File: config.mk
export PLATFORM = sky130hd
export DESIGN_NAME = adc_conversion_control
export DESIGN_NICKNAME = d
export VERILOG_FILES = /design/src/rtl/adc_ctl_pkg.sv /design/src/rtl/tad_if.sv /design/src/rtl/tad_gen.sv /design/src/rtl/adc_conversion_control.sv
export SDC_FILE = /design/constraint.sdc
export NUM_CORES = 1
export LEC_CHECK = 0
export ABC_AREA = 1
export BUFFER_PORTS_ARGS = -buffer_cell sky130_fd_sc_hd__buf_2
export CORE_ASPECT_RATIO = 1.2
export CORE_UTILIZATION = 52
export DETAILED_ROUTE_END_ITERATION = 10
export HOLD_SLACK_MARGIN = 0.06
export PLACE_DENSITY = 0.91
export SYNTH_ARGS = -nofsm -noshare
export SYNTH_HDL_FRONTEND = slang
export SYNTH_SLANG_ARGS = --single-unit
File: constraint.sdc
create_clock -name core_clk_in -period 2.1 [get_ports core_clk_in]
set_input_delay 0.42 -clock core_clk_in [delete_from_list [all_inputs] [get_ports core_clk_in]]
set_output_delay 0.42 -clock core_clk_in [all_outputs]
set_load 0.02 [all_outputs]
File: src/rtl/adc_ctl_pkg.sv
// constants and types for the converter control block
package adc_ctl_pkg;
  // register indices; byte address is four times the index
  localparam logic [7:0] IDX_IRQ_FLAGS = 8'h0c;
  localparam logic [7:0] IDX_RESULT = 8'h1e;
  localparam logic [7:0] IDX_CONTROL = 8'h1f;
  localparam logic [7:0] IDX_IRQ_ENABLES = 8'h8c;
  localparam logic [7:0] IDX_PIN_CONFIG = 8'h9f;
  localparam int ADDR_W = 12;
  // field positions
  localparam int CTL_CLK_LSB = 6;
  localparam int CTL_CHS_LSB = 3;
  localparam int CTL_GO_BIT = 2;
  localparam int CTL_ON_BIT = 0;
  localparam int IRQ_CONV_BIT = 6;
  // reset values
  localparam logic [7:0] CONTROL_RST = 8'h00;
  localparam logic [2:0] PIN_CONFIG_RST = 3'h0;
  localparam logic IRQ_FLAG_RST = 1'b0;
  localparam logic IRQ_ENABLE_RST = 1'b0;
  // special event trigger mode
  localparam logic [3:0] CAPCOMP_ADC_MODE = 4'hb;
  // timing: one core period is one oscillator period
  localparam int CORE_PERIOD_NS = 8;
  localparam int RC_TAD_NS = 4000;
  localparam int DIV2_HALF = 1;
  localparam int DIV8_HALF = 4;
  localparam int DIV32_HALF = 16;
  localparam int RC_HALF = RC_TAD_NS / (2 * CORE_PERIOD_NS);
  localparam int HALF_W = 8;
  localparam int SAMPLE_HALVES = 2;
  localparam int BIT_HALVES = 2;
  localparam int SETTLE_HALVES = 1;
  localparam int CNT_W = 5;
  // reference select codes
  localparam logic [1:0] REF_SUPPLY = 2'h0;
  localparam logic [1:0] REF_PIN = 2'h1;
  localparam logic [1:0] REF_NONE = 2'h2;
  typedef enum logic [1:0] {
    ST_IDLE = 2'b00,
    ST_SAMPLE = 2'b01,
    ST_RESOLVE = 2'b11,
    ST_SETTLE = 2'b10
  } conv_state_type;
endpackage

File: src/rtl/tad_if.sv
// link between the sequencer and the bit period generator
`timescale 1ns/1ps
interface tad_if;
  logic enable;
  logic [1:0] sel;
  logic half_tick;
  modport gen (input enable, input sel, output half_tick);
  modport user (output enable, output sel, input half_tick);
endinterface

File: src/rtl/tad_gen.sv
// conversion bit period generator, emits a pulse every half period
`timescale 1ns/1ps
module tad_gen (
  // clock and reset
  input wire logic core_clk_in,
  input wire logic rstn_in,
  input wire logic ce_in,
  // sequencer side
  tad_if.gen tad
);
  import adc_ctl_pkg::*;

  logic [HALF_W-1:0] cnt_q, cnt_d, limit;
  logic tick_q, tick_d;

  always_comb begin
    unique case (tad.sel)
      2'h0: limit = HALF_W'(DIV2_HALF);
      2'h1: limit = HALF_W'(DIV8_HALF);
      2'h2: limit = HALF_W'(DIV32_HALF);
      default: limit = HALF_W'(RC_HALF); // RL10
    endcase
    cnt_d = '0;
    tick_d = 1'b0;
    if (tad.enable) begin
      if (cnt_q >= limit - 8'h01) begin // RL8
        tick_d = 1'b1;
      end else begin
        cnt_d = cnt_q + 8'h01;
      end
    end
  end

  always_ff @(posedge core_clk_in or negedge rstn_in) begin
    if (!rstn_in) begin
      cnt_q <= '0;
      tick_q <= 1'b0;
    end else if (ce_in) begin
      cnt_q <= cnt_d;
      tick_q <= tick_d;
    end
  end

  assign tad.half_tick = tick_q & tad.enable;
endmodule

File: src/rtl/adc_conversion_control.sv
// converter control: registers, pin configuration and conversion sequencer
`timescale 1ns/1ps
// Notes on behaviour
// (RL1) pin config register: three bits, rest zero
// (RL2) config code sets analog pins and reference
// (RL3) completion loads result, clears go, sets flag
// (RL4) result register has no reset value
// (RL5) software waits acquisition time before start
// (RL6) software waits two bit periods after completion
// (RL7) conversion lasts nine and half bit periods
// (RL8) clock select picks 2, 8, 32 or RC
// (RL9) software keeps bit period at least 1.6us
// (RL10) RC bit period typically four microseconds
// (RL11) RC clock above 1MHz for sleep only
// (RL12) output-driven pins still convert their level
// (RL13) analog pins read zero on port read
// (RL14) power-up and start are separate writes
// (RL15) special trigger in mode 1011 starts conversion
// (RL16) trigger ignored when off, timer still clears
// (RL17) software arms flag and enables before start
// (RL18) software polls go or takes the interrupt
// (RL19) reset turns converter off, aborts conversion
// (RL20) channel select picks port A pin
// (RL21) trial code resolved msb first per period
// (RL22) clearing go aborts, result and flag kept
module adc_conversion_control (
  // clock, reset, enable
  input wire logic core_clk_in,
  input wire logic rstn_in,
  input wire logic ce_in,
  // apb slave
  input wire logic psel_in,
  input wire logic penable_in,
  input wire logic pwrite_in,
  input wire logic [adc_ctl_pkg::ADDR_W-1:0] paddr_in,
  input wire logic [31:0] pwdata_in,
  output logic [31:0] prdata_out,
  output logic pready_out,
  output logic pslverr_out,
  // capture/compare special event
  input wire logic [3:0] capcomp_mode_field_in,
  input wire logic capcomp_event_in,
  output logic timer1_clear_out,
  // analog macro
  input wire logic comparator_in,
  output logic [7:0] dac_code_out,
  output logic hold_out,
  output logic converter_on_out,
  output logic [2:0] channel_select_out,
  output logic [5:0] channel_pin_out,
  output logic [4:0] analog_pins_out,
  output logic [1:0] ref_select_out,
  // port a
  input wire logic [5:0] port_a_pin_in,
  output logic [5:0] port_a_read_out,
  // status
  output logic converter_irq_flag_out,
  output logic converter_irq_enable_out,
  output logic busy_out
);
  import adc_ctl_pkg::*;

  // decode of the pin configuration code, analog mask in RA0,RA1,RA2,RA3,RA5 order
  function automatic logic [6:0] pin_map(input logic [2:0] code);
    logic [4:0] an;
    logic [1:0] rf;
    an = 5'h1f;
    rf = REF_SUPPLY;
    unique case (code)
      3'h0, 3'h2: rf = REF_SUPPLY; // RL2
      3'h1, 3'h3: begin
        an = 5'h17;
        rf = REF_PIN;
      end
      3'h4: an = 5'h0b;
      3'h5: begin
        an = 5'h03;
        rf = REF_PIN;
      end
      default: begin
        an = 5'h00;
        rf = REF_NONE;
      end
    endcase
    return {rf, an};
  endfunction

  tad_if tad ();
  tad_gen u_tad_gen (
    .core_clk_in(core_clk_in),
    .rstn_in(rstn_in),
    .ce_in(ce_in),
    .tad(tad.gen)
  );

  // registers
  logic [1:0] clk_sel_q, clk_sel_d;
  logic [2:0] chs_q, chs_d;
  logic go_q, go_d;
  logic on_q, on_d;
  logic [2:0] pcfg_q, pcfg_d;
  logic flag_q, flag_d;
  logic ien_q, ien_d;
  logic [7:0] result_q, result_d;
  logic [31:0] rdata_q, rdata_d;
  logic slverr_q, slverr_d;
  logic t1clr_q, t1clr_d;
  // sequencer
  conv_state_type st_q, st_d;
  logic [CNT_W-1:0] cnt_q, cnt_d;
  logic [7:0] trial_q, trial_d;
  logic [7:0] bit_q, bit_d;
  logic done_pulse;
  // synchronisers
  logic cmp_m_q, cmp_s_q;
  logic [5:0] pin_m_q, pin_s_q;

  logic [7:0] idx;
  logic addr_ok, wr_en, rd_setup;
  logic [4:0] an_mask;
  logic trig_hit;

  always_comb begin
    idx = paddr_in[9:2];
    addr_ok = (paddr_in[1:0] == 2'h0) && (paddr_in[ADDR_W-1:10] == '0) &&
              (idx == IDX_IRQ_FLAGS || idx == IDX_RESULT || idx == IDX_CONTROL ||
               idx == IDX_IRQ_ENABLES || idx == IDX_PIN_CONFIG);
    wr_en = psel_in && penable_in && pwrite_in && addr_ok;
    rd_setup = psel_in && !penable_in;
    trig_hit = capcomp_event_in && (capcomp_mode_field_in == CAPCOMP_ADC_MODE);
    {ref_select_out, an_mask} = pin_map(pcfg_q);
  end

  // apb read data and error, captured in the setup phase
  always_comb begin
    rdata_d = rdata_q;
    slverr_d = slverr_q;
    if (rd_setup) begin
      slverr_d = !addr_ok;
      rdata_d = '0;
      unique case (idx)
        IDX_IRQ_FLAGS: rdata_d[IRQ_CONV_BIT] = flag_q;
        IDX_RESULT: rdata_d[7:0] = result_q;
        IDX_CONTROL: rdata_d[7:0] = {clk_sel_q, chs_q, go_q, 1'b0, on_q};
        IDX_IRQ_ENABLES: rdata_d[IRQ_CONV_BIT] = ien_q;
        IDX_PIN_CONFIG: rdata_d[7:0] = {5'h00, pcfg_q}; // RL1
        default: rdata_d = '0;
      endcase
    end
  end

  // software registers and hardware events
  always_comb begin
    clk_sel_d = clk_sel_q;
    chs_d = chs_q;
    on_d = on_q;
    go_d = go_q;
    pcfg_d = pcfg_q;
    ien_d = ien_q;
    flag_d = flag_q;
    t1clr_d = trig_hit; // RL16
    if (wr_en && idx == IDX_CONTROL) begin
      clk_sel_d = pwdata_in[CTL_CLK_LSB +: 2]; // RL8
      chs_d = pwdata_in[CTL_CHS_LSB +: 3];
      on_d = pwdata_in[CTL_ON_BIT];
      go_d = pwdata_in[CTL_GO_BIT] && pwdata_in[CTL_ON_BIT]; // RL22
    end
    if (wr_en && idx == IDX_PIN_CONFIG) begin
      pcfg_d = pwdata_in[2:0]; // RL1
    end
    if (wr_en && idx == IDX_IRQ_ENABLES) begin
      ien_d = pwdata_in[IRQ_CONV_BIT];
    end
    if (wr_en && idx == IDX_IRQ_FLAGS) begin
      flag_d = pwdata_in[IRQ_CONV_BIT];
    end
    if (done_pulse) begin
      go_d = 1'b0; // RL3
      flag_d = 1'b1; // RL3
    end
    if (trig_hit && on_q) begin
      go_d = 1'b1; // RL15
    end
    if (!on_d) begin
      go_d = 1'b0; // RL16
    end
  end

  // result register written at completion and by a software write to it
  always_comb begin
    result_d = result_q;
    if (wr_en && idx == IDX_RESULT) begin
      result_d = pwdata_in[7:0];
    end
    if (done_pulse) begin
      result_d = trial_q; // RL3
    end
  end

  // conversion sequencer: 2 + 16 + 1 half periods
  always_comb begin
    st_d = st_q;
    cnt_d = cnt_q;
    trial_d = trial_q;
    bit_d = bit_q;
    done_pulse = 1'b0;
    if (!go_q) begin
      st_d = ST_IDLE; // RL22
      cnt_d = '0;
    end else begin
      unique case (st_q)
        ST_IDLE: begin
          st_d = ST_SAMPLE;
          cnt_d = '0;
          trial_d = 8'h00;
          bit_d = 8'h80;
        end
        ST_SAMPLE: if (tad.half_tick) begin
          cnt_d = cnt_q + 5'h01;
          if (cnt_q == CNT_W'(SAMPLE_HALVES - 1)) begin // RL7
            st_d = ST_RESOLVE;
            cnt_d = '0;
            trial_d = bit_q;
          end
        end
        ST_RESOLVE: if (tad.half_tick) begin
          cnt_d = cnt_q + 5'h01;
          if (cnt_q[0] == 1'(BIT_HALVES - 1)) begin
            trial_d = (trial_q & ~(cmp_s_q ? 8'h00 : bit_q)) | (bit_q >> 1); // RL21
            bit_d = bit_q >> 1;
            if (bit_q == 8'h01) begin
              st_d = ST_SETTLE;
              cnt_d = '0;
            end
          end
        end
        ST_SETTLE: if (tad.half_tick && cnt_q == CNT_W'(SETTLE_HALVES - 1)) begin
          done_pulse = 1'b1; // RL7
          st_d = ST_IDLE;
        end
      endcase
    end
  end

  always_ff @(posedge core_clk_in or negedge rstn_in) begin
    if (!rstn_in) begin
      clk_sel_q <= CONTROL_RST[CTL_CLK_LSB +: 2]; // RL19
      chs_q <= CONTROL_RST[CTL_CHS_LSB +: 3];
      go_q <= CONTROL_RST[CTL_GO_BIT];
      on_q <= CONTROL_RST[CTL_ON_BIT];
      pcfg_q <= PIN_CONFIG_RST;
      flag_q <= IRQ_FLAG_RST;
      ien_q <= IRQ_ENABLE_RST;
      rdata_q <= '0;
      slverr_q <= 1'b0;
      t1clr_q <= 1'b0;
      st_q <= ST_IDLE;
      cnt_q <= '0;
      trial_q <= 8'h00;
      bit_q <= 8'h00;
      cmp_m_q <= 1'b0;
      cmp_s_q <= 1'b0;
      pin_m_q <= 6'h00;
      pin_s_q <= 6'h00;
    end else if (ce_in) begin
      clk_sel_q <= clk_sel_d;
      chs_q <= chs_d;
      go_q <= go_d;
      on_q <= on_d;
      pcfg_q <= pcfg_d;
      flag_q <= flag_d;
      ien_q <= ien_d;
      rdata_q <= rdata_d;
      slverr_q <= slverr_d;
      t1clr_q <= t1clr_d;
      st_q <= st_d;
      cnt_q <= cnt_d;
      trial_q <= trial_d;
      bit_q <= bit_d;
      cmp_m_q <= comparator_in;
      cmp_s_q <= cmp_m_q;
      pin_m_q <= port_a_pin_in;
      pin_s_q <= pin_m_q;
    end
  end

  // no reset on the result
  always_ff @(posedge core_clk_in) begin
    if (ce_in) begin
      result_q <= result_d; // RL4
    end
  end

  assign tad.enable = go_q;
  assign tad.sel = clk_sel_q;

  assign prdata_out = rdata_q;
  assign pready_out = 1'b1;
  assign pslverr_out = psel_in && penable_in && slverr_q;
  assign timer1_clear_out = t1clr_q; // RL15
  assign dac_code_out = trial_q;
  assign hold_out = (st_q != ST_IDLE) && (st_q != ST_SAMPLE);
  assign converter_on_out = on_q;
  assign channel_select_out = chs_q;
  // channel routed regardless of pin direction
  always_comb begin
    channel_pin_out = 6'h00;
    unique case (chs_q)
      3'h0, 3'h1, 3'h2, 3'h3: channel_pin_out = 6'h01 << chs_q; // RL20
      3'h4: channel_pin_out = 6'h20; // RL20
      default: channel_pin_out = 6'h00;
    endcase
  end
  assign analog_pins_out = an_mask; // RL12
  assign port_a_read_out = pin_s_q & ~{an_mask[4], 1'b0, an_mask[3:0]}; // RL13
  assign converter_irq_flag_out = flag_q;
  assign converter_irq_enable_out = ien_q;
  assign busy_out = go_q;
endmodule

==> results.toml <==
[outcome]
outcome = "finished, final reports clean"

[global_route]
gr-total-overflow = 0
grt_max_degree = 69
use_met1 = 0.303
grt.busiest_layer = "met2"
antenna_found_initial = 0
grt_util_met2 = 0.431
grt_first_pass_wirelength_um = 17900
grt_pass1_vias = 3964
grt_util_met3 = 0.0462
grtUsageTotal = 0.252

[synth]
synth_edf_count = 8
ys_async_sr_fraction = 0.895
synth_cell_types = 43
netlist_top_cells_count = "nand2_1, dfrtp_1, inv_1, o21ai_0, nor2_1"
syn_area_per_cell_um2 = 7.99
ys.flop_type = "dfrtp_1"
yosysWarnings = 0
ys_ff_latch = 76
synth.most_common_cell = "nand2_1"
syn_inst = 561
syn-cell-area_um2 = 4480
yosysTopAreaCell = "dfrtp_1"
seq_area_frac_synth = 0.433
synth_top_area_share = 0.380
synth_area_leaders = "dfrtp_1, nand2_1, ha_1, inv_1, edfxtp_1"

[floorplanning]
ios = 132
die_x_um = 86.8
start_util = 0.544
rows = 36
fp.coreArea_um2 = 8240
fp.dieH_um = 104
die_area_um2 = 9000

[setup_path]
critPathLaunchType = "flop"
critPathRequiredTime_ns = 2.34
crit_end = "u_tad_gen.cnt_q[2]$_DFFE_PN0P_"
r2r_start = "clk_sel_q[0]$_DFFE_PN0P_"
cp-end-kind = "flop"
regToRegEndpoint = "u_tad_gen.cnt_q[2]$_DFFE_PN0P_"
startpoint = "clk_sel_q[0]$_DFFE_PN0P_"
crit_type = "reg2reg"
critPathArrivalTime_ns = 2.21
cp_max_fo = 6
worstRegToRegCells = 11
r2r_slack_ns = 0.13

[clock_network]
post_cts_buffers = 0
insertion_delay_ns = 0.37
h-tree-depth = 3
cts_tree = "yes"
clk_pin_slew_ns = 0.08
cts_sinks = 76
clock_path_buffers = 2
cts-root-buf = "clkbuf_8"
hold_buffers = 0
numCtsBuffers = 9

[power]
vdd_drop_max_v = 0.000390
p_int_mw = 2.18
p_switching_mw = 0.855
comb_power_share = 0.097
finalPower_mw = 3.03
p_seq_frac = 0.513
p_sw_frac = 0.282
p_leak_nw = 2.71
power_frac_clock = 0.391
power_density_nw_per_um2 = 589

[placed_design]
gp_congestion = 0.943
place_area_um2 = 4940
dpl.hpwl_um = 7890
portBuffers = 81
pre_cts_slack_ns = 0.0581

[final_layout]
fin_area_um2 = 5150
drive_gt1_frac = 0.235
finish.net_count = 729
synthToLayoutAreaGrowth_pct = 14.9
antenna_cells = 0

[timing]
rsz0062_at_grt = "no"
setup_slack_ns = 0.126
hold_violations = 0
setup-tns-final_ns = 0
max_freq_mhz = 507
min_period_over_period = 0.940
setup_viol = 0
slew_viol_final = 0
fin_crit_ns = 1.97
fin_skew_ns = 0.00758

[route]
avgRoutedWirePerCell_um = 14.0
route.detailed.drc = 0
num_vias = 4069
firstDrtPassIters = 5
via_per_inst = 5.32
final_antenna_net_count = 0
wl_um = 10700
dr.first_iter.drc_count = 321

[flow_run]
drv_cap = 0

[hold_path]
hold_path_class = "in2async"
-- how the worst min path moves through the flow --
stage / depth (start not counted) / to / start
after floorplan: 0 / bit_q[0]$_DFFE_PN0P_ / rstn_in
after CTS: 2 / cnt_q[4]$_DFFE_PN0P_ / rstn_in
after global placement: 2 / pin_s_q[4]$_DFFE_PN0P_ / pin_s_q[4]$_DFFE_PN0P_
after detailed placement: 2 / pin_s_q[2]$_DFFE_PN0P_ / pin_m_q[2]$_DFFE_PN0P_
after global routing: 2 / cnt_q[3]$_DFFE_PN0P_ / rstn_in
final: 2 / cnt_q[4]$_DFFE_PN0P_ / rstn_in
-- sequential cells by signal, indices dropped and copies added, names as in the netlist, 2 cells and up --
name and count:
dac_code_out 8, pcfg_q 3, clk_sel_q 2, st_q 2
pin_s_q 6, u_tad_gen.cnt_q 8, channel_select_out 3, cnt_q 5
bit_q 8, pin_m_q 6, result_q 8, prdata_out 8
-- power groups by stage --
stage	clock (mW)	combinational [mW]	sequential [mW]
after floorplan	0	0.203	1.59
after global placement	0	0.281	1.58
after detailed placement	0	0.292	1.58
after CTS	1.18	0.295	1.55
after global routing	1.24	0.327	1.56
final	1.19	0.294	1.56
-- critical path, stage by stage, from the launching register on --
cell and delay, ns:
dfrtp_1 0.40, inv_2 0.08, ha_1 0.28, inv_1 0.04, ha_1 0.28, a21oi_1 0.07
o21ai_0 0.19, nand2_1 0.10, nand3_2 0.11, inv_2 0.08, o211ai_1 0.09, o21ai_0 0.12
-- layer usage --
layer / vias up / wire length (µm)
li1: 1931 / -
met1: 1911 / 4080
met2: 203 / 5670
met3: 24 / 734
met4: 0 / 216
met5: - / 0
-- final cells by class --
class / count / area (µm²)
Sequential cell: 76 / 1940
Clock buffer: 9 / 124
Fill cell: 656 / 3090
Inverter: 76 / 287
Timing Repair Buffer: 92 / 500
Clock inverter: 7 / 81.3
Multi-Input combinational cell: 391 / 2070
Tap cell: 114 / 143
-- cells in the final DEF (no fill, tap or decap), types with 3 or more instances in the layout --
| cell | count |
|---|---|
| nor2_2 | 6 |
| nand3_2 | 3 |
| inv_2 | 12 |
| a21oi_1 | 24 |
| nor2_4 | 4 |
| buf_4 | 10 |
| inv_1 | 63 |
| nand4_1 | 7 |
| nand3_1 | 17 |
| and3_1 | 3 |
| o21ai_0 | 36 |
| a21oi_2 | 3 |
| xnor2_1 | 3 |
| nand2_2 | 5 |
| clkbuf_8 | 9 |
| nor2_1 | 35 |
| edfxtp_1 | 8 |
| o21ai_1 | 24 |
| buf_2 | 81 |
| conb_1 | 26 |
| o22ai_1 | 7 |
| nand2_1 | 135 |
| dfrtp_1 | 67 |
| ha_1 | 21 |
| nor3_1 | 10 |
-- through the flow --
stage,util,hold slack (ns),cells
6_report,0.625,0.0662,765
4_1_cts,0.624,0.0827,765
3_3_place_gp,0.599,0.451,749
2_1_floorplan,-,0.124,585
5_1_grt,0.625,0.0799,765
3_5_place_dp,0.599,0.459,749
-- repair_timing --
item                                    in CTS  in global routing
endpoints found under the setup margin       0                  6
hold endpoints to repair                     0                  0
gates resized for setup                      0                  4
-- cells by family (layout without fill, tap and decap cells) --
group                      after synthesis  after routing  share of synthesized area
buffers and inverters                  118            184                      0.126
adders and majority gates               21             21                     0.0586
xor gates and xnor gates                 4              4                    0.00782
and+or+nand+nor                        235            235                      0.244
DFF                                     76             76                      0.433
AOI/OAI and AO/OA                      105            105                      0.129
other                                    2             26                    0.00168
Note: power is estimated with default switching activity, not from simulation.
